## config.mk

```make
export PLATFORM = sky130hd
export DESIGN_NAME = signal_monitor_status_regs
export DESIGN_NICKNAME = d
export VERILOG_FILES = /design/src/include/monitor_status_pkg.sv /design/src/logic/signal_monitor_status_regs.sv /design/src/logic/monitor_period_timer.sv
export SDC_FILE = /design/constraint.sdc
export NUM_CORES = 1
export LEC_CHECK = 0
export ABC_AREA = 1
export BUFFER_PORTS_ARGS = -buffer_cell sky130_fd_sc_hd__buf_4
export CAP_MARGIN = 15
export CORE_ASPECT_RATIO = 0.9
export CORE_MARGIN = 8
export CORE_UTILIZATION = 54
export CTS_BUF_LIST = sky130_fd_sc_hd__clkbuf_16
export DETAILED_ROUTE_END_ITERATION = 10
export PLACE_DENSITY_LB_ADDON = 0.25
export SLEW_MARGIN = 10
export SYNTH_ARGS = -nofsm -noshare
export SYNTH_HDL_FRONTEND = slang
export SYNTH_SLANG_ARGS = --single-unit
```

## constraint.sdc

```tcl
create_clock -name clk -period 2.1 [get_ports clk]
set_clock_uncertainty 0.05 [all_clocks]
set_input_delay 0.315 -clock clk [delete_from_list [all_inputs] [get_ports clk]]
set_output_delay 0.315 -clock clk [all_outputs]
set_load 0.005 [all_outputs]
```

## src/include/monitor_status_pkg.sv

```systemverilog
// shared constants for the signal monitor status registers
package monitor_status_pkg;
  // bus geometry
  localparam int ADDR_W = 12;
  localparam int DATA_W = 32;
  localparam int IDX_W = 10;
  // register indices; byte address is four times the index
  localparam logic [IDX_W-1:0] IDX_STATUS_CTRL = 10'h274;
  localparam logic [IDX_W-1:0] IDX_RESULT_LOW = 10'h275;
  localparam logic [IDX_W-1:0] IDX_RESULT_MID = 10'h276;
  localparam logic [IDX_W-1:0] IDX_RESULT_HIGH = 10'h277;
  localparam logic [IDX_W-1:0] IDX_FRAME_COUNT = 10'h278;
  localparam logic [IDX_W-1:0] IDX_LINK_CTRL = 10'h279;
  localparam logic [IDX_W-1:0] IDX_LINK_INSEL = 10'h27a;
  // field positions and widths
  localparam int UPDATE_BIT = 4;
  localparam int SEL_W = 3;
  localparam int RESULT_W = 20;
  localparam int FRAME_W = 8;
  localparam int LINK_EN_BIT = 0;
  localparam int LINK_RSV_BIT = 1;
  localparam int INSEL_W = 6;
  localparam int PERIOD_W = 24;
  // reset values and encodings
  localparam logic [SEL_W-1:0] SEL_RESET = 3'h1;
  localparam logic [SEL_W-1:0] SEL_PEAK = 3'h1;
  localparam logic [INSEL_W-1:0] INSEL_RESET = 6'h02;
  localparam logic [FRAME_W-1:0] FRAME_RESET = 8'h00;
  localparam logic [RESULT_W-1:0] RESULT_RESET = 20'h00000;
  // bus responses
  localparam logic [1:0] RESP_OKAY = 2'h0;
  localparam logic [1:0] RESP_SLVERR = 2'h2;
endpackage

```

## src/logic/signal_monitor_status_regs.sv

```systemverilog
// Design decision made here: register access over AXI4-Lite.
`timescale 1ns/10ps
module signal_monitor_status_regs
  import monitor_status_pkg::*;
(
  // clock and reset
  input wire logic clk,
  input wire logic rst_n,
  // axi4-lite write address and data
  input wire logic [ADDR_W-1:0] s_axi_awaddr,
  input wire logic [2:0] s_axi_awprot,
  input wire logic s_axi_awvalid,
  output logic s_axi_awready,
  input wire logic [DATA_W-1:0] s_axi_wdata,
  input wire logic [DATA_W/8-1:0] s_axi_wstrb,
  input wire logic s_axi_wvalid,
  output logic s_axi_wready,
  // axi4-lite write response
  output logic [1:0] s_axi_bresp,
  output logic s_axi_bvalid,
  input wire logic s_axi_bready,
  // axi4-lite read
  input wire logic [ADDR_W-1:0] s_axi_araddr,
  input wire logic [2:0] s_axi_arprot,
  input wire logic s_axi_arvalid,
  output logic s_axi_arready,
  output logic [DATA_W-1:0] s_axi_rdata,
  output logic [1:0] s_axi_rresp,
  output logic s_axi_rvalid,
  input wire logic s_axi_rready,
  // monitor inputs from the same clock domain
  input wire logic [RESULT_W-1:0] peak_result,
  input wire logic [PERIOD_W-1:0] monitor_period,
  // monitor serial port controls and result source select
  output logic monitor_serial_port_enable,
  output logic [INSEL_W-1:0] monitor_serial_port_input_sel,
  output logic [SEL_W-1:0] result_select
);
  // write channel state
  logic aw_held_q, aw_held_d, w_held_q, w_held_d, bvalid_q, bvalid_d;
  logic [IDX_W-1:0] waddr_q, waddr_d;
  logic [7:0] wbyte_q, wbyte_d;
  logic wlane_q, wlane_d;
  logic [1:0] bresp_q, bresp_d;
  // read channel state
  logic rvalid_q, rvalid_d;
  logic [DATA_W-1:0] rdata_q, rdata_d;
  logic [1:0] rresp_q, rresp_d;
  // register state
  logic update_q, update_d;
  logic [SEL_W-1:0] sel_q, sel_d;
  logic [RESULT_W-1:0] result_q, result_d;
  logic [FRAME_W-1:0] frame_q, frame_d;
  logic link_en_q, link_en_d, link_rsv_q, link_rsv_d;
  logic [INSEL_W-1:0] insel_q, insel_d;
  // helpers
  logic do_write, expire;
  logic [IDX_W-1:0] ridx;
  logic [RESULT_W-1:0] source;
  logic write_hit, read_hit;
  logic [7:0] read_byte;

  monitor_period_timer #(.WIDTH(PERIOD_W)) period_timer (
    .clk(clk),
    .rst_n(rst_n),
    .period(monitor_period),
    .expire(expire)
  );

  // handshake outputs
  assign s_axi_awready = !aw_held_q && !bvalid_q;
  assign s_axi_wready = !w_held_q && !bvalid_q;
  assign s_axi_arready = !rvalid_q;
  assign s_axi_bvalid = bvalid_q;
  assign s_axi_bresp = bresp_q;
  assign s_axi_rvalid = rvalid_q;
  assign s_axi_rdata = rdata_q;
  assign s_axi_rresp = rresp_q;
  assign monitor_serial_port_enable = link_en_q;
  assign monitor_serial_port_input_sel = insel_q;
  assign result_select = sel_q;

  assign do_write = aw_held_q && w_held_q && !bvalid_q;
  assign ridx = s_axi_araddr[ADDR_W-1:2];

  // source selection for the readback path
  always_comb begin
    source = RESULT_RESET;
    if (sel_q == SEL_PEAK) begin
      source = peak_result;
    end
  end

  // write address decode
  always_comb begin
    unique case (waddr_q)
      IDX_STATUS_CTRL, IDX_RESULT_LOW, IDX_RESULT_MID, IDX_RESULT_HIGH,
      IDX_FRAME_COUNT, IDX_LINK_CTRL, IDX_LINK_INSEL: write_hit = 1'b1;
      default: write_hit = 1'b0;
    endcase
  end

  // read multiplexer
  always_comb begin
    read_hit = 1'b1;
    read_byte = 8'h00;
    unique case (ridx)
      IDX_STATUS_CTRL: begin
        read_byte[UPDATE_BIT] = update_q;
        read_byte[SEL_W-1:0] = sel_q;
      end
      IDX_RESULT_LOW: read_byte = result_q[7:0];
      IDX_RESULT_MID: read_byte = result_q[15:8];
      IDX_RESULT_HIGH: read_byte = {4'h0, result_q[RESULT_W-1:16]};
      IDX_FRAME_COUNT: read_byte = frame_q;
      IDX_LINK_CTRL: begin
        read_byte[LINK_EN_BIT] = link_en_q;
        read_byte[LINK_RSV_BIT] = link_rsv_q;
      end
      IDX_LINK_INSEL: read_byte[INSEL_W-1:0] = insel_q;
      default: read_hit = 1'b0;
    endcase
  end

  // bus channel next state
  always_comb begin
    aw_held_d = aw_held_q;
    waddr_d = waddr_q;
    w_held_d = w_held_q;
    wbyte_d = wbyte_q;
    wlane_d = wlane_q;
    bvalid_d = bvalid_q;
    bresp_d = bresp_q;
    rvalid_d = rvalid_q;
    rdata_d = rdata_q;
    rresp_d = rresp_q;
    if (s_axi_awvalid && s_axi_awready) begin
      aw_held_d = 1'b1;
      waddr_d = s_axi_awaddr[ADDR_W-1:2];
    end
    if (s_axi_wvalid && s_axi_wready) begin
      w_held_d = 1'b1;
      wbyte_d = s_axi_wdata[7:0];
      wlane_d = s_axi_wstrb[0];
    end
    if (do_write) begin
      aw_held_d = 1'b0;
      w_held_d = 1'b0;
      bvalid_d = 1'b1;
      bresp_d = write_hit ? RESP_OKAY : RESP_SLVERR;
    end else if (bvalid_q && s_axi_bready) begin
      bvalid_d = 1'b0;
    end
    if (s_axi_arvalid && s_axi_arready) begin
      rvalid_d = 1'b1;
      rdata_d = {24'h000000, read_byte};
      rresp_d = read_hit ? RESP_OKAY : RESP_SLVERR;
    end else if (rvalid_q && s_axi_rready) begin
      rvalid_d = 1'b0;
    end
  end

  // register file next state
  always_comb begin
    sel_d = sel_q;
    link_en_d = link_en_q;
    link_rsv_d = link_rsv_q;
    insel_d = insel_q;
    // update bit clears itself one cycle after it is set
    update_d = 1'b0;
    result_d = result_q;
    if (update_q) begin
      result_d = source;
    end
    frame_d = expire ? frame_q + 1'b1 : frame_q;
    if (do_write && wlane_q) begin
      unique case (waddr_q)
        IDX_STATUS_CTRL: begin
          update_d = wbyte_q[UPDATE_BIT];
          sel_d = wbyte_q[SEL_W-1:0];
        end
        IDX_LINK_CTRL: begin
          link_en_d = wbyte_q[LINK_EN_BIT];
          link_rsv_d = wbyte_q[LINK_RSV_BIT];
        end
        IDX_LINK_INSEL: insel_d = wbyte_q[INSEL_W-1:0];
        default: ;
      endcase
    end
  end

  // bus channel registers
  always_ff @(posedge clk or negedge rst_n) begin
    if (!rst_n) begin
      aw_held_q <= 1'b0;
      waddr_q <= '0;
      w_held_q <= 1'b0;
      wbyte_q <= 8'h00;
      wlane_q <= 1'b0;
      bvalid_q <= 1'b0;
      bresp_q <= RESP_OKAY;
      rvalid_q <= 1'b0;
      rdata_q <= '0;
      rresp_q <= RESP_OKAY;
    end else begin
      aw_held_q <= aw_held_d;
      waddr_q <= waddr_d;
      w_held_q <= w_held_d;
      wbyte_q <= wbyte_d;
      wlane_q <= wlane_d;
      bvalid_q <= bvalid_d;
      bresp_q <= bresp_d;
      rvalid_q <= rvalid_d;
      rdata_q <= rdata_d;
      rresp_q <= rresp_d;
    end
  end

  // reset values of the register file
  always_ff @(posedge clk or negedge rst_n) begin
    if (!rst_n) begin
      update_q <= 1'b0;
      sel_q <= SEL_RESET;
      result_q <= RESULT_RESET;
      frame_q <= FRAME_RESET;
      link_en_q <= 1'b0;
      link_rsv_q <= 1'b0;
      insel_q <= INSEL_RESET;
    end else begin
      update_q <= update_d;
      sel_q <= sel_d;
      result_q <= result_d;
      frame_q <= frame_d;
      link_en_q <= link_en_d;
      link_rsv_q <= link_rsv_d;
      insel_q <= insel_d;
    end
  end
endmodule // signal_monitor_status_regs

```

## src/logic/monitor_period_timer.sv

```systemverilog
`timescale 1ns/10ps
// counts monitor period cycles and pulses once at each expiry
module monitor_period_timer
  import monitor_status_pkg::*;
#(
  parameter int WIDTH = PERIOD_W
) (
  // clock and reset
  input wire logic clk,
  input wire logic rst_n,
  // period length in clock cycles, bit 0 ignored
  input wire logic [WIDTH-1:0] period,
  // one-cycle pulse at expiry
  output logic expire
);
  logic [WIDTH-1:0] count_q, count_d;
  logic [WIDTH-1:0] limit;

  // lsb dropped so the period is always even; zero stops the timer
  assign limit = {period[WIDTH-1:1], 1'b0};

  // next count and expiry
  always_comb begin
    count_d = count_q + 1'b1;
    expire = 1'b0;
    if (limit == '0) begin
      count_d = '0;
    end else if (count_q >= limit - 1'b1) begin
      count_d = '0;
      expire = 1'b1;
    end
  end

  // count register
  always_ff @(posedge clk or negedge rst_n) begin
    if (!rst_n) begin
      count_q <= '0;
    end else begin
      count_q <= count_d;
    end
  end
endmodule // monitor_period_timer

```

== Word-level counts from Yosys, hierarchy flattened ==
Index checks and enable logic that the tools add are counted.

* Output and inout port bits: 51
* Register bits: 97
* Logic and storage cells: 86
* Input bits: 117

* Reductions and logical operators: 24
* Magnitude comparators: 1
* Equal/unequal tests: 15
* Add/subtract/negate cells: 3
* Multiplexer cells: 25

{| class="wikitable"
|+ Operators with widths
! cell !! count
|-
| 10-bit equality test (second input constant) || 14
|-
| 24-bit 2-to-1 mux || 2
|-
| 24-bit by 1-bit adder with 24-bit output (second input constant) || 1
|-
| 24-bit >= comparator || 1
|-
| 24-bit logical NOT || 1
|-
| 24-bit by 1-bit subtractor with 24-bit output (second input constant) || 1
|-
| 20-bit 2-to-1 mux || 1
|-
| 1-bit 2-to-1 mux || 14
|-
| 2-bit one-hot mux with 7 select lines || 1
|-
| 7-bit OR reduction || 2
|-
| 1-bit logical AND || 10
|-
| 1-bit one-hot mux with 5 select lines || 2
|-
| 8-bit by 1-bit adder with 8-bit output (second input constant) || 1
|-
| 2-bit nonzero test || 4
|-
| 1-bit one-hot mux with 6 select lines || 1
|-
| 2-bit one-hot mux with 3 select lines || 1
|-
| 2-bit AND reduction || 3
|-
| 1-bit logical NOT || 4
|-
| 2-bit 2-to-1 mux || 2
|-
| 1-bit one-hot mux with 4 select lines || 1
|-
| 3-bit by 1-bit equality test with 1-bit output (second input constant) || 1
|}

== Longest topological paths before layout ==
Gate-level depths: netlist of the first run.

* Depth after elaboration: 5
* Gate-level depth with buffers: 19
* Depth with buffers taken out: 19

== Hierarchy ==
From an unflattened synthesis of the first run, not the netlist that was laid out.

* Cells, all modules: 819
* Area, all modules: 6276.0 µm²

{| class="wikitable"
|+ By module, submodules not included
! module !! instances !! cells an instance !! area an instance (µm²)
|-
| signal_monitor_status_regs || 1 || 435 || 3726.1
|-
| monitor_period_timer || 1 || 384 || 2549.9
|}

== Worst setup path before layout of the first run ==
No wires, ideal clock.

* Kind: input-to-reg
* Start point: input monitor_period[5]
* End point: register frame_q[6]
* Data arrival time: 2.295 ns
* Path slack: -0.361 ns
* Path buffers: 1
* Stages on the path: 16
* Library setup time: 0.117 ns
* Path through: or2_1 -> nor2_4 -> nand2_4 -> nor2_4 -> nand3b_1 -> xnor2_1 -> inv_1 -> ha_1 -> nand2_1 -> nor2_1 -> a21boi_1 -> nor2_1 -> nand3_4 -> buf_6 -> nand3_1 -> nand2_1

* Word-level cells in the longest chain between the ends: 4
* Elaborated cells between the ends (all ways): 5
* Classes of those cells: add/sub: 1; order compare: 1; mux: 2; reduce/logical: 1

{| class="wikitable"
|+ RTL lines
! element !! line !! source
|-
| start: declaration || signal_monitor_status_regs.sv:33 || <nowiki>input wire logic [PERIOD_W-1:0] monitor_period,</nowiki>
|-
| 24-bit by 1-bit subtractor with 24-bit output || monitor_period_timer.sv:28 || <nowiki>end else if (count_q >= limit - 1'b1) begin</nowiki>
|-
| 24-bit >= comparator || monitor_period_timer.sv:28 ||
|-
| 1-bit 2-to-1 mux || monitor_period_timer.sv:28 ||
|-
| 1-bit 2-to-1 mux * || monitor_period_timer.sv:26 || <nowiki>if (limit == '0) begin</nowiki>
|-
| end signal: assignment || signal_monitor_status_regs.sv:233 || <nowiki>frame_q <= frame_d;</nowiki>
|-
| end: declaration || signal_monitor_status_regs.sv:53 || <nowiki>logic [FRAME_W-1:0] frame_q, frame_d;</nowiki>
|}

Every way passes the cells marked *; elsewhere a longest branch is shown, timed or not.
A chain may end at the register's enable or synchronous reset.

== Final worst setup path of the first run ==
* Start point: input monitor_period[5]
* End point: register period_timer.count_q[2]

* Word-level cells in the longest chain between the ends: 4
* Elaborated cells between the ends (all ways): 5
* Classes of those cells: add/sub: 1; order compare: 1; mux: 2; reduce/logical: 1

{| class="wikitable"
|+ RTL lines
! element !! line !! source
|-
| 24-bit by 1-bit subtractor with 24-bit output || monitor_period_timer.sv:28 ||
|-
| 24-bit >= comparator || monitor_period_timer.sv:28 ||
|-
| 24-bit 2-to-1 mux || monitor_period_timer.sv:28 ||
|-
| 24-bit 2-to-1 mux * || monitor_period_timer.sv:26 ||
|-
| via period_timer.count_d[2] || monitor_period_timer.sv:16 || <nowiki>logic [WIDTH-1:0] count_q, count_d;</nowiki>
|-
| end signal: assignment || monitor_period_timer.sv:39 || <nowiki>count_q <= count_d;</nowiki>
|-
| end: declaration || monitor_period_timer.sv:16 ||
|}

The timed path passes the listed nets; every way through them passes the cells marked *.

==> impl_metrics.ini, run 1 <==
[detailed_routing]
drt_iter0_drc = 478
wl_um = 15800
avgRoutedWirePerCell_um = 14.09
via_per_inst = 5.131
drt_first_pass_iters = 5
num_vias = 5752
ant_nets = 0
drc_errors = 0

[clock_network]
clock_path_buffers = 2
clock_latency_ns = 0.34
cts-buffers-inserted = 9
cts_tree = done
cts-root-buf = clkbuf_16
clock_sinks = 95
path_clk_slew_ns = 0.07
h-tree-depth = 3

[sta]
whs_ns = 0.08934
tns_ns = -7.151
slew_violations = 0
timing.final.crit_period_ns = 2.361
rsz0062_at_grt = yes
relSlewSlack = 0.6109
fmax_mhz = 423.6
finalHoldViolCount = 0
worst_pin_slew_ns = 0.5823
setup-violations-final = 32
finalCritPeriodShare = 1.124
setup_ws_ns = -0.2607

[floorplanning]
core_um2 = 11390
rows = 37
die_w_um = 129.5
start_util = 0.5502
io_pins = 168
die_h_um = 118.2
die_area_um2 = 15310

[placed_design]
dp.cells = 1099
place_area_um2 = 7512
pre_cts_slack_ns = -0.6660
routabilityCongestion = 0.9611
io_buffer_count = 101
dp_hpwl_um = 11980

[global_routing]
overflow = 0
grt_max_degree = 41
grt.total_usage = 0.2115
grt_pass1_vias = 5596
antenna_found_initial = 0
grt_pass1_wl_um = 26590

[cells_and_area]
drive_gt1_frac = 0.2850
final_cells = 1121
n_antenna_cell = 0
final_area_um2 = 8065
fin_nets = 1103
area_growth_syn_to_layout_pct = 28.71

[setup_path]
cp_num_buf_inv = 3
cp.depth = 16
reg2reg_slack_ns = 0.21
cp_slowest_stage_delay_ns = 0.29
worstPathRequired_ns = 2.32
reg2reg_to = frame_q[2]
crit_type = in2reg
startpoint = monitor_period[5]
crit_fanout = 8
rr_worst_depth = 11
slowest_stage = ha_1
crit_chain = buf_8, or2_4, nor2_4, nand2_4, nor2_4, nand3b_1, xnor2_1, inv_1, ha_1, nand2_2, nor2_2, a21boi_2, nor2_2, nand3_4, buf_4, nor3_1
cp.arrival_ns = 2.58
r2r_start = period_timer.count_q[13]
crit_path_end_kind = flop
path_delay_family = simple AND/OR/NAND/NOR gates
crit_path_end = period_timer.count_q[2]
worst_setup_path_start_kind = input port

[job]
cap_violations = 0

[logic_synthesis]
syn_area_um2 = 6266
syn_inst = 804
ys_seq_area_frac = 0.3798
avgSynthCellArea_um2 = 7.794
netlist.area_leader.share = 0.3714
synth.largest_area_cell = dfrtp_1
synthDistinctLibCells = 44
yosysWarnings = 0
ys_ff_latch = 95
synthTopCellsByArea = dfrtp_1 37%, nand2_1 12%, nor2_1 5.6%, ha_1 5.2%, inv_1 4.4%

[power_and_ir_drop]
p_leak_nw = 3.968
power_density_nw_per_um2 = 678.9
peakVddDrop_mv = 0.6285

[run_status]
violations = negative setup slack
status = finished with violations

[hold_path]
hold_path.class = in2reg
power by group:
part	total, W	internal [W]	switching, W
clock network	0.00157	0.000828	0.000746
logic	0.00149	0.000681	0.000811
registers	0.00241	0.00215	0.000260
layout by cell type, fill, tap and decap left out, drive strengths merged:
cell type,n
nand2,214
buf,165
nor2,106
dfrtp,93
inv,81
o21ai,43
nor3,40
nand3,39
nand4,35
conb,26
ha,26
xor2,24
a21oi,20
xnor2,17
clkbuf,9
mux2,8
nand3b,3
a21o,2
clkinv,2
o22ai,2
dfstp,2
nor4,2
or2,1
a21boi,1
and3,1
a41oi,1
clkinvlp,1
dlygate4sd3,1
sequential cells by signal (all words and copies together), names as in the netlist:
| name | flops |
|---|---|
| s_axi_bvalid | 1 |
| s_axi_rdata | 8 |
| frame_q | 8 |
| result_select | 3 |
| s_axi_rresp | 1 |
| waddr_q | 10 |
| monitor_serial_port_enable | 1 |
| period_timer.count_q | 24 |
| s_axi_rvalid | 1 |
| link_rsv_q | 1 |
| wlane_q | 1 |
| aw_held_q | 1 |
| wbyte_q | 6 |
| s_axi_bresp | 1 |
| w_held_q | 1 |
| monitor_serial_port_input_sel | 6 |
| update_q | 1 |
| result_q | 20 |
area by class of cell:
class | count | area [um2]
multi-input combinational | 611 | 3590
fill | 886 | 3323
sequential | 95 | 2380
timing repair buffer | 166 | 1321
inverter | 77 | 294.0
clock buffer | 9 | 225.2
tap | 156 | 195.2
clock inverter | 7 | 60.06
cell usage after synthesis, drive strengths merged:
cell type	number
a21boi	1
clkbuf	8
nor4	2
nor2	106
or2	1
nand3b	3
nor3	40
xor2	24
a41oi	1
o21ai	43
buf	38
o22ai	2
dfrtp	93
nand2	214
a21o	2
dfstp	2
a21oi	20
mux2	8
and3	1
conb	1
nand3	39
nand4	35
clkinv	1
inv	76
xnor2	17
ha	26
per-layer routing:
metal	GRT usage	up-vias	wire length, um
met5	0	-	0
met4	0.03916	0	111
met3	0.05303	8	1149
met2	0.3286	192	7264
met1	0.2942	2688	7273
li1	-	2864	-
repair_timing:
item	in CTS	in global routing
hold buffers	1	0
setup buffers	4	1
gates cloned	0	0
setup endpoints to repair	31	32
pin swaps	14	9
hold endpoints to repair	34	0
gates resized for setup	39	16
kinds of logic (layout without fill, tap and decap cells):
group	count (synthesis)	in the layout	synth area share
multiplexers	8	8	0.01438
buffers and inverters	123	259	0.1008
AO/OA/AOI/OAI	69	69	0.05731
flip-flops	95	95	0.3798
AND/OR/NAND/NOR	441	441	0.3379
XOR/XNOR	41	41	0.05731
other	1	26	0.0005985
adder cells (fa/ha/maj)	26	26	0.05192
worst min path at each step:
| stage | start | end | slack (ns) | cells past startpoint |
|---|---|---|---|---|
| 2_1_floorplan | rst_n | aw_held_q | -0.03 | 0 |
| 3_3_place_gp | rst_n | s_axi_rvalid | 0.27 | 1 |
| 3_5_place_dp | rst_n | s_axi_rdata[7] | 0.27 | 1 |
| 4_1_cts | s_axi_bready | s_axi_bvalid | 0.08 | 2 |
| 5_1_grt | s_axi_bready | s_axi_bvalid | 0.11 | 2 |
| 6_report | s_axi_bready | s_axi_bvalid | 0.09 | 2 |
metrics by stage:
| stage | utilization | power (W) |
|---|---|---|
| floorplan | - | 0.003337 |
| global placement | 0.6596 | 0.003823 |
| detailed placement | 0.6596 | 0.003874 |
| CTS | 0.7025 | 0.005476 |
| global route | 0.7082 | 0.005829 |
| finish | 0.7082 | 0.005475 |
Note: power is estimated with default switching activity, not from simulation.
==> run 2: changes to the inputs <==
==> constraint.sdc (replaced) <==
create_clock -name clk -period 2.45 [get_ports clk]
set_clock_uncertainty 0.05 [all_clocks]
set_input_delay 0.3675 -clock clk [delete_from_list [all_inputs] [get_ports clk]]
set_output_delay 0.3675 -clock clk [all_outputs]
set_load 0.005 [all_outputs]
==> run 2 against run 1 <==
- the flow now finishes without violations
- global-route usage down 0.97 points
- clock-buffer cell count did not move
- clock power decreased by 11%
- via count decreased by 2.4%
- setup slack improved by 0.31 ns
- worst hold slack got worse by 0.088 ns
- power is 14% lower
- die area did not move
- critical path depth rose by 2
- non-clock buffer count is 16 lower
- combinational power fell by 14%
- critical path type unchanged
- critical endpoint is now frame_q[2]
- largest cell class unchanged
==> impl_metrics.ini, run 2 (synthesis gave the netlist of run 1 again) <==
[clock_network]
cts_tree = done
cts-buffers-inserted = 9
clock_path_buffers = 2
cts-root-buf = clkbuf_16
h-tree-depth = 3
clock_latency_ns = 0.35
ctsHoldBuffers = 0
clock_sinks = 95
path_clk_slew_ns = 0.07

[global_routing]
grt_pass1_vias = 5386
grt.total_usage = 0.2018
grt_pass1_wl_um = 25570
overflow = 0
antenna_found_initial = 0
grt_max_degree = 96

[floorplanning]
die_area_um2 = 15310
rows = 37
start_util = 0.5502
core_um2 = 11390
die_w_um = 129.5
die_h_um = 118.2
io_pins = 168

[setup_path]
cp_num_buf_inv = 3
cp_slowest_stage_delay_ns = 0.28
path_delay_family = simple AND/OR/NAND/NOR gates
worstPathRequired_ns = 2.63
worst_setup_path_start_kind = input port
crit_type = in2reg
crit_path_end_kind = flop
crit_chain = buf_6, or2_4, nor2_4, nand2_4, nor2_4, nand3b_1, xnor2_1, inv_1, ha_4, nand2_4, nor2_4, a21boi_2, nor2_2, nand3_4, buf_12, nand2_8, nand2_1, nand2_1
crit_fanout = 8
cp.arrival_ns = 2.59
cp_common_cell = nor2_4
slowest_stage = ha_4

[detailed_routing]
num_vias = 5612
drt_first_pass_iters = 5
drt_iter0_drc = 371
wl_um = 15300
avgRoutedWirePerCell_um = 13.84
ant_nets = 0
drc_errors = 0
via_per_inst = 5.079

[sta]
setup_ws_ns = 0.04515
timing.final.crit_period_ns = 2.405
slew_violations = 0
finalHoldViolCount = 0
fmax_mhz = 415.8
setup-violations-final = 0
rsz0062_at_grt = yes
worst_pin_slew_ns = 0.5655
relSlewSlack = 0.6221
finalCritPeriodShare = 0.9816
tns_ns = 0

[cells_and_area]
fin_nets = 1087
regMostFlops = period_timer.count_q
drive_gt1_frac = 0.2824
layout_commonest_cell = nand2_1
area_growth_syn_to_layout_pct = 27.08
n_antenna_cell = 0
layout_common_cells = 192 x nand2_1, 141 x buf_4, 93 x dfrtp_1
largest_reg_flops = 24
fillCellCount = 970
top_regs = period_timer.count_q (24), result_q (20), waddr_q (10)

[power_and_ir_drop]
p_leak_nw = 3.895
power_density_nw_per_um2 = 594.4
peakVddDrop_mv = 0.6265

[placed_design]
routabilityCongestion = 0.9053
io_buffer_count = 101
pre_cts_slack_ns = -0.3413
dp_hpwl_um = 11470

[job]
cap_violations = 0

[hold_path]
hold_path.class = in2async

[run_status]
status = completed
## run 2: cell types whose count changed in the layout (fill, tap and decap cells not counted), moves of 2 or more
cell     change
nor2_4       -2
nand2_1      -5
buf_4       -15
nor2_2       +7
nor2_1       -5
nand2_2      +5
## run 2: final timing paths
check | cells after the start | start | slack (ns) | endpoint
max | 18 | monitor_period[4] | 0.05 | frame_q[2]
min | 2 | rst_n | 0.0009 | frame_q[1]
max reg2reg | 9 | period_timer.count_q[19] | 0.56 | frame_q[2]
min reg2reg | 2 | s_axi_rdata[1] | 0.43 | s_axi_rdata[1]
max in group asynchronous | 2 | rst_n | 1.94 | monitor_serial_port_input_sel[1]
min in group clk | 2 | s_axi_bready | 0.13 | s_axi_bvalid
## run 2: power by group
| group | total, W | switching (W) | internal, W |
|---|---|---|---|
| clock | 0.00139 | 0.000671 | 0.000716 |
| combinational | 0.00128 | 0.000693 | 0.000591 |
| sequential | 0.00206 | 0.000220 | 0.00184 |
| total | 0.00473 | 0.00158 | 0.00315 |
## run 2: worst register-to-register path, delay by kind of cell, from the launching register on
kind                     cells  cell delay (ns)
buffers and inverters        1             0.17
adder cells (fa/ha/maj)      1             0.35
AO/OA/AOI/OAI                2             0.27
flip-flops                   1             0.45
AND/OR/NAND/NOR              5             0.53
## run 2: final cells by class
type | count | area (um2) | area share
Multi-Input combinational cell | 611 | 3596 | 0.4516
Sequential cell | 95 | 2380 | 0.2989
Timing Repair Buffer | 150 | 1209 | 0.1518
Inverter | 77 | 294.0 | 0.03693
Clock buffer | 9 | 225.2 | 0.02828
Tap cell | 156 | 195.2 | 0.02451
Clock inverter | 7 | 63.81 | 0.008014
## run 2: timing repair
item                                    in CTS  in global routing
gates resized for setup                      2                 66
cloned                                       0                  1
pin swaps                                    0                 24
endpoints found under the setup margin       2                 32
buffers inserted                             0                  1
## run 2: per-layer routing
metal  share of wire  wire, um  track usage
met1            0.47      7120       0.2857
met2            0.46      7056       0.3061
met3           0.067      1021      0.05258
met4          0.0065        99      0.03771
met5               0         0            0
## run 2: per-stage QoR
step | instance area, um2 | cells | total power [W] | util | hold slack [ns]
floorplan | 6369 | 829 | 0.002843 | - | 0.02191
global placement | 7387 | 1087 | 0.003234 | 0.6486 | 0.4040
detailed placement | 7387 | 1087 | 0.003277 | 0.6486 | 0.4100
CTS | 7681 | 1103 | 0.004661 | 0.6745 | 0.04257
global route | 7963 | 1105 | 0.005027 | 0.6992 | 0.05010
finish | 7963 | 1105 | 0.004733 | 0.6992 | 0.0008979
==> run 3: changes to the inputs <==
--- a/config.mk
+++ b/config.mk
@@ -6,7 +6,7 @@
 export NUM_CORES = 1
 export LEC_CHECK = 0
 export ABC_AREA = 1
-export BUFFER_PORTS_ARGS = -buffer_cell sky130_fd_sc_hd__buf_4
+export BUFFER_PORTS_ARGS = -buffer_cell sky130_fd_sc_hd__buf_2
 export CAP_MARGIN = 15
 export CORE_ASPECT_RATIO = 0.9
 export CORE_MARGIN = 8
==> run 3 against run 2 <==
- the run now ends with negative setup slack left
- sequential share of layout area increased by 0.51 points
- critical path depth increased by 1
- register-to-register slack got worse by 0.07 ns
- combinational power decreased by 5%
- clock-buffer cell count unchanged
- setup slack got worse by 0.061 ns
- die area unchanged
- wire length decreased by 0.44%
- cell area decreased by 1.7%
==> impl_metrics.ini, run 3 (synthesis gave the netlist of run 1 again) <==
[cells_and_area]
final_area_um2 = 7830
fin_nets = 1101
drive_gt1_frac = 0.2939
area_growth_syn_to_layout_pct = 24.96
regMostFlops = period_timer.count_q
largest_reg_flops = 24
layout_commonest_cell = nand2_1
n_antenna_cell = 0
fillCellCount = 973
top_regs = period_timer.count_q (24), result_q (20), waddr_q (10)
layout_common_cells = 195 x nand2_1, 98 x buf_2, 93 x dfrtp_1

[global_routing]
overflow = 0
antenna_found_initial = 0
grt_pass1_vias = 5444
grt_max_degree = 45
grt_pass1_wl_um = 25060
grt.total_usage = 0.1988

[setup_path]
cp_slowest_stage_delay_ns = 0.28
crit_path_end_kind = flop
crit_fanout = 8
rr_worst_depth = 11
cp.arrival_ns = 2.65
r2r_start = period_timer.count_q[19]
cp_num_buf_inv = 3
reg2reg_slack_ns = 0.49
crit_type = in2reg
slowest_stage = ha_4
crit_chain = buf_8, or2_4, nor2_4, nand2_4, nor2_4, nand3b_1, xnor2_1, inv_1, ha_4, nand2_4, nor2_4, nand2_2, nor2_2, nand2_2, nand3_4, buf_12, nand2_8, nand2_2, nand2_1
worst_setup_path_start_kind = input port
worstPathRequired_ns = 2.63
reg2reg_to = frame_q[3]
path_delay_family = simple AND/OR/NAND/NOR gates

[detailed_routing]
wl_met3_um = 1047
wl_um = 15230
drt_iter0_drc = 398
via_per_inst = 5.036
met2_length_um = 7124
route.layer.met1.wl_um = 6941
ant_nets = 0
drc_errors = 0
drt_first_pass_iters = 5
avgRoutedWirePerCell_um = 13.61
num_vias = 5635
top_layer = met4

[floorplanning]
die_w_um = 129.5
start_util = 0.5502
io_pins = 168
core_um2 = 11390
rows = 37
die_area_um2 = 15310
die_h_um = 118.2

[sta]
fmax_mhz = 405.5
worst_pin_slew_ns = 0.5938
finalCritPeriodShare = 1.007
relSlewSlack = 0.6042
setup-violations-final = 8
timing.final.crit_period_ns = 2.466
finalHoldViolCount = 0
setup_ws_ns = -0.01629
slew_violations = 0
rsz0062_at_grt = yes

[power_and_ir_drop]
peakVddDrop_mv = 0.6405
power_density_nw_per_um2 = 601.0
p_leak_nw = 3.896
power.total_w = 0.004706

[hold_path]
hold_path.class = in2reg
hold_depth = 2
hold_end = s_axi_bvalid
hp-start = s_axi_bready

[placed_design]
dp_hpwl_um = 11460
io_buffer_count = 101
place_area_um2 = 7202
routabilityCongestion = 0.9465

[clock_network]
h-tree-depth = 3
clock_latency_ns = 0.34
cts-buffers-inserted = 9
path_clk_slew_ns = 0.07
clock_sinks = 95
clock_path_buffers = 2
cts-root-buf = clkbuf_16
cts_tree = done

[run_status]
status = finished with violations
violations = negative setup slack

[job]
cap_violations = 0
==> run 3: layout make-up <==
class                           instances  area (um2)  area share
Clock buffer                            9       225.2     0.02876
Clock inverter                          7       78.83     0.01007
Timing Repair Buffer                  164        1040      0.1328
Sequential cell                        95        2380      0.3039
Inverter                               77       294.0     0.03755
Tap cell                              156       195.2     0.02493
Multi-Input combinational cell        611        3617      0.4620
==> run 3: how the worst max path moves through the flow <==
stage,start,to,slack [ns],cells after the start
after floorplan,monitor_period[5],frame_q[6],0.02,16
final,monitor_period[5],frame_q[3],-0.02,19
after detailed placement,monitor_period[6],period_timer.count_q[3],-0.39,15
after global routing,monitor_period[7],frame_q[2],-0.15,17
after CTS,monitor_period[9],frame_q[0],0.01,18
after global placement,monitor_period[6],frame_q[0],-0.33,16
==> run 3: stage by stage <==
stage	std cells	setup slack [ns]	util	TNS (ns)	hold slack [ns]
2_1_floorplan	829	0.01786	-	0	0.02191
5_1_grt	1119	-0.1480	0.6875	-2.831	0.1679
3_5_place_dp	1099	-0.3916	0.6324	-10.27	0.3598
6_report	1119	-0.01629	0.6875	-0.07183	0.1442
3_3_place_gp	1099	-0.3257	0.6324	-9.082	0.3572
4_1_cts	1116	0.01121	0.6618	0	0.1328
==> run 3: metal layers <==
layer | vias up | GRT usage
met5 | - | 0
met4 | 0 | 0.04278
met3 | 8 | 0.04989
met2 | 154 | 0.3116
met1 | 2606 | 0.2719
li1 | 2867 | -
==> run 3: report_power, final <==
group	switching (W)	total, W	internal, W
clock network	0.000622	0.00143	0.000804
logic	0.000685	0.00122	0.000534
registers	0.000219	0.00206	0.00184
total	0.00153	0.00471	0.00318
==> run 3: worst reg2reg max path, stage by stage (launching register included) <==
cell and delay, ns:
dfrtp_1 0.46, ha_1 0.37, nand2_2 0.10, inv_1 0.04, nand2_1 0.07, a21boi_2 0.05
nor2_2 0.18, nand3_4 0.20, buf_12 0.19, nand2_8 0.08, nand2_2 0.06, nand2_1 0.06
==> run 3: what timing repair did <==
| action | CTS | global route |
|---|---|---|
| gates resized for setup | 6 | 66 |
| hold buffers | 1 | 0 |
| endpoints found under the setup margin | 11 | 32 |
| pin swaps | 2 | 24 |
| hold endpoints to repair | 28 | 0 |
| setup buffers | 0 | 3 |
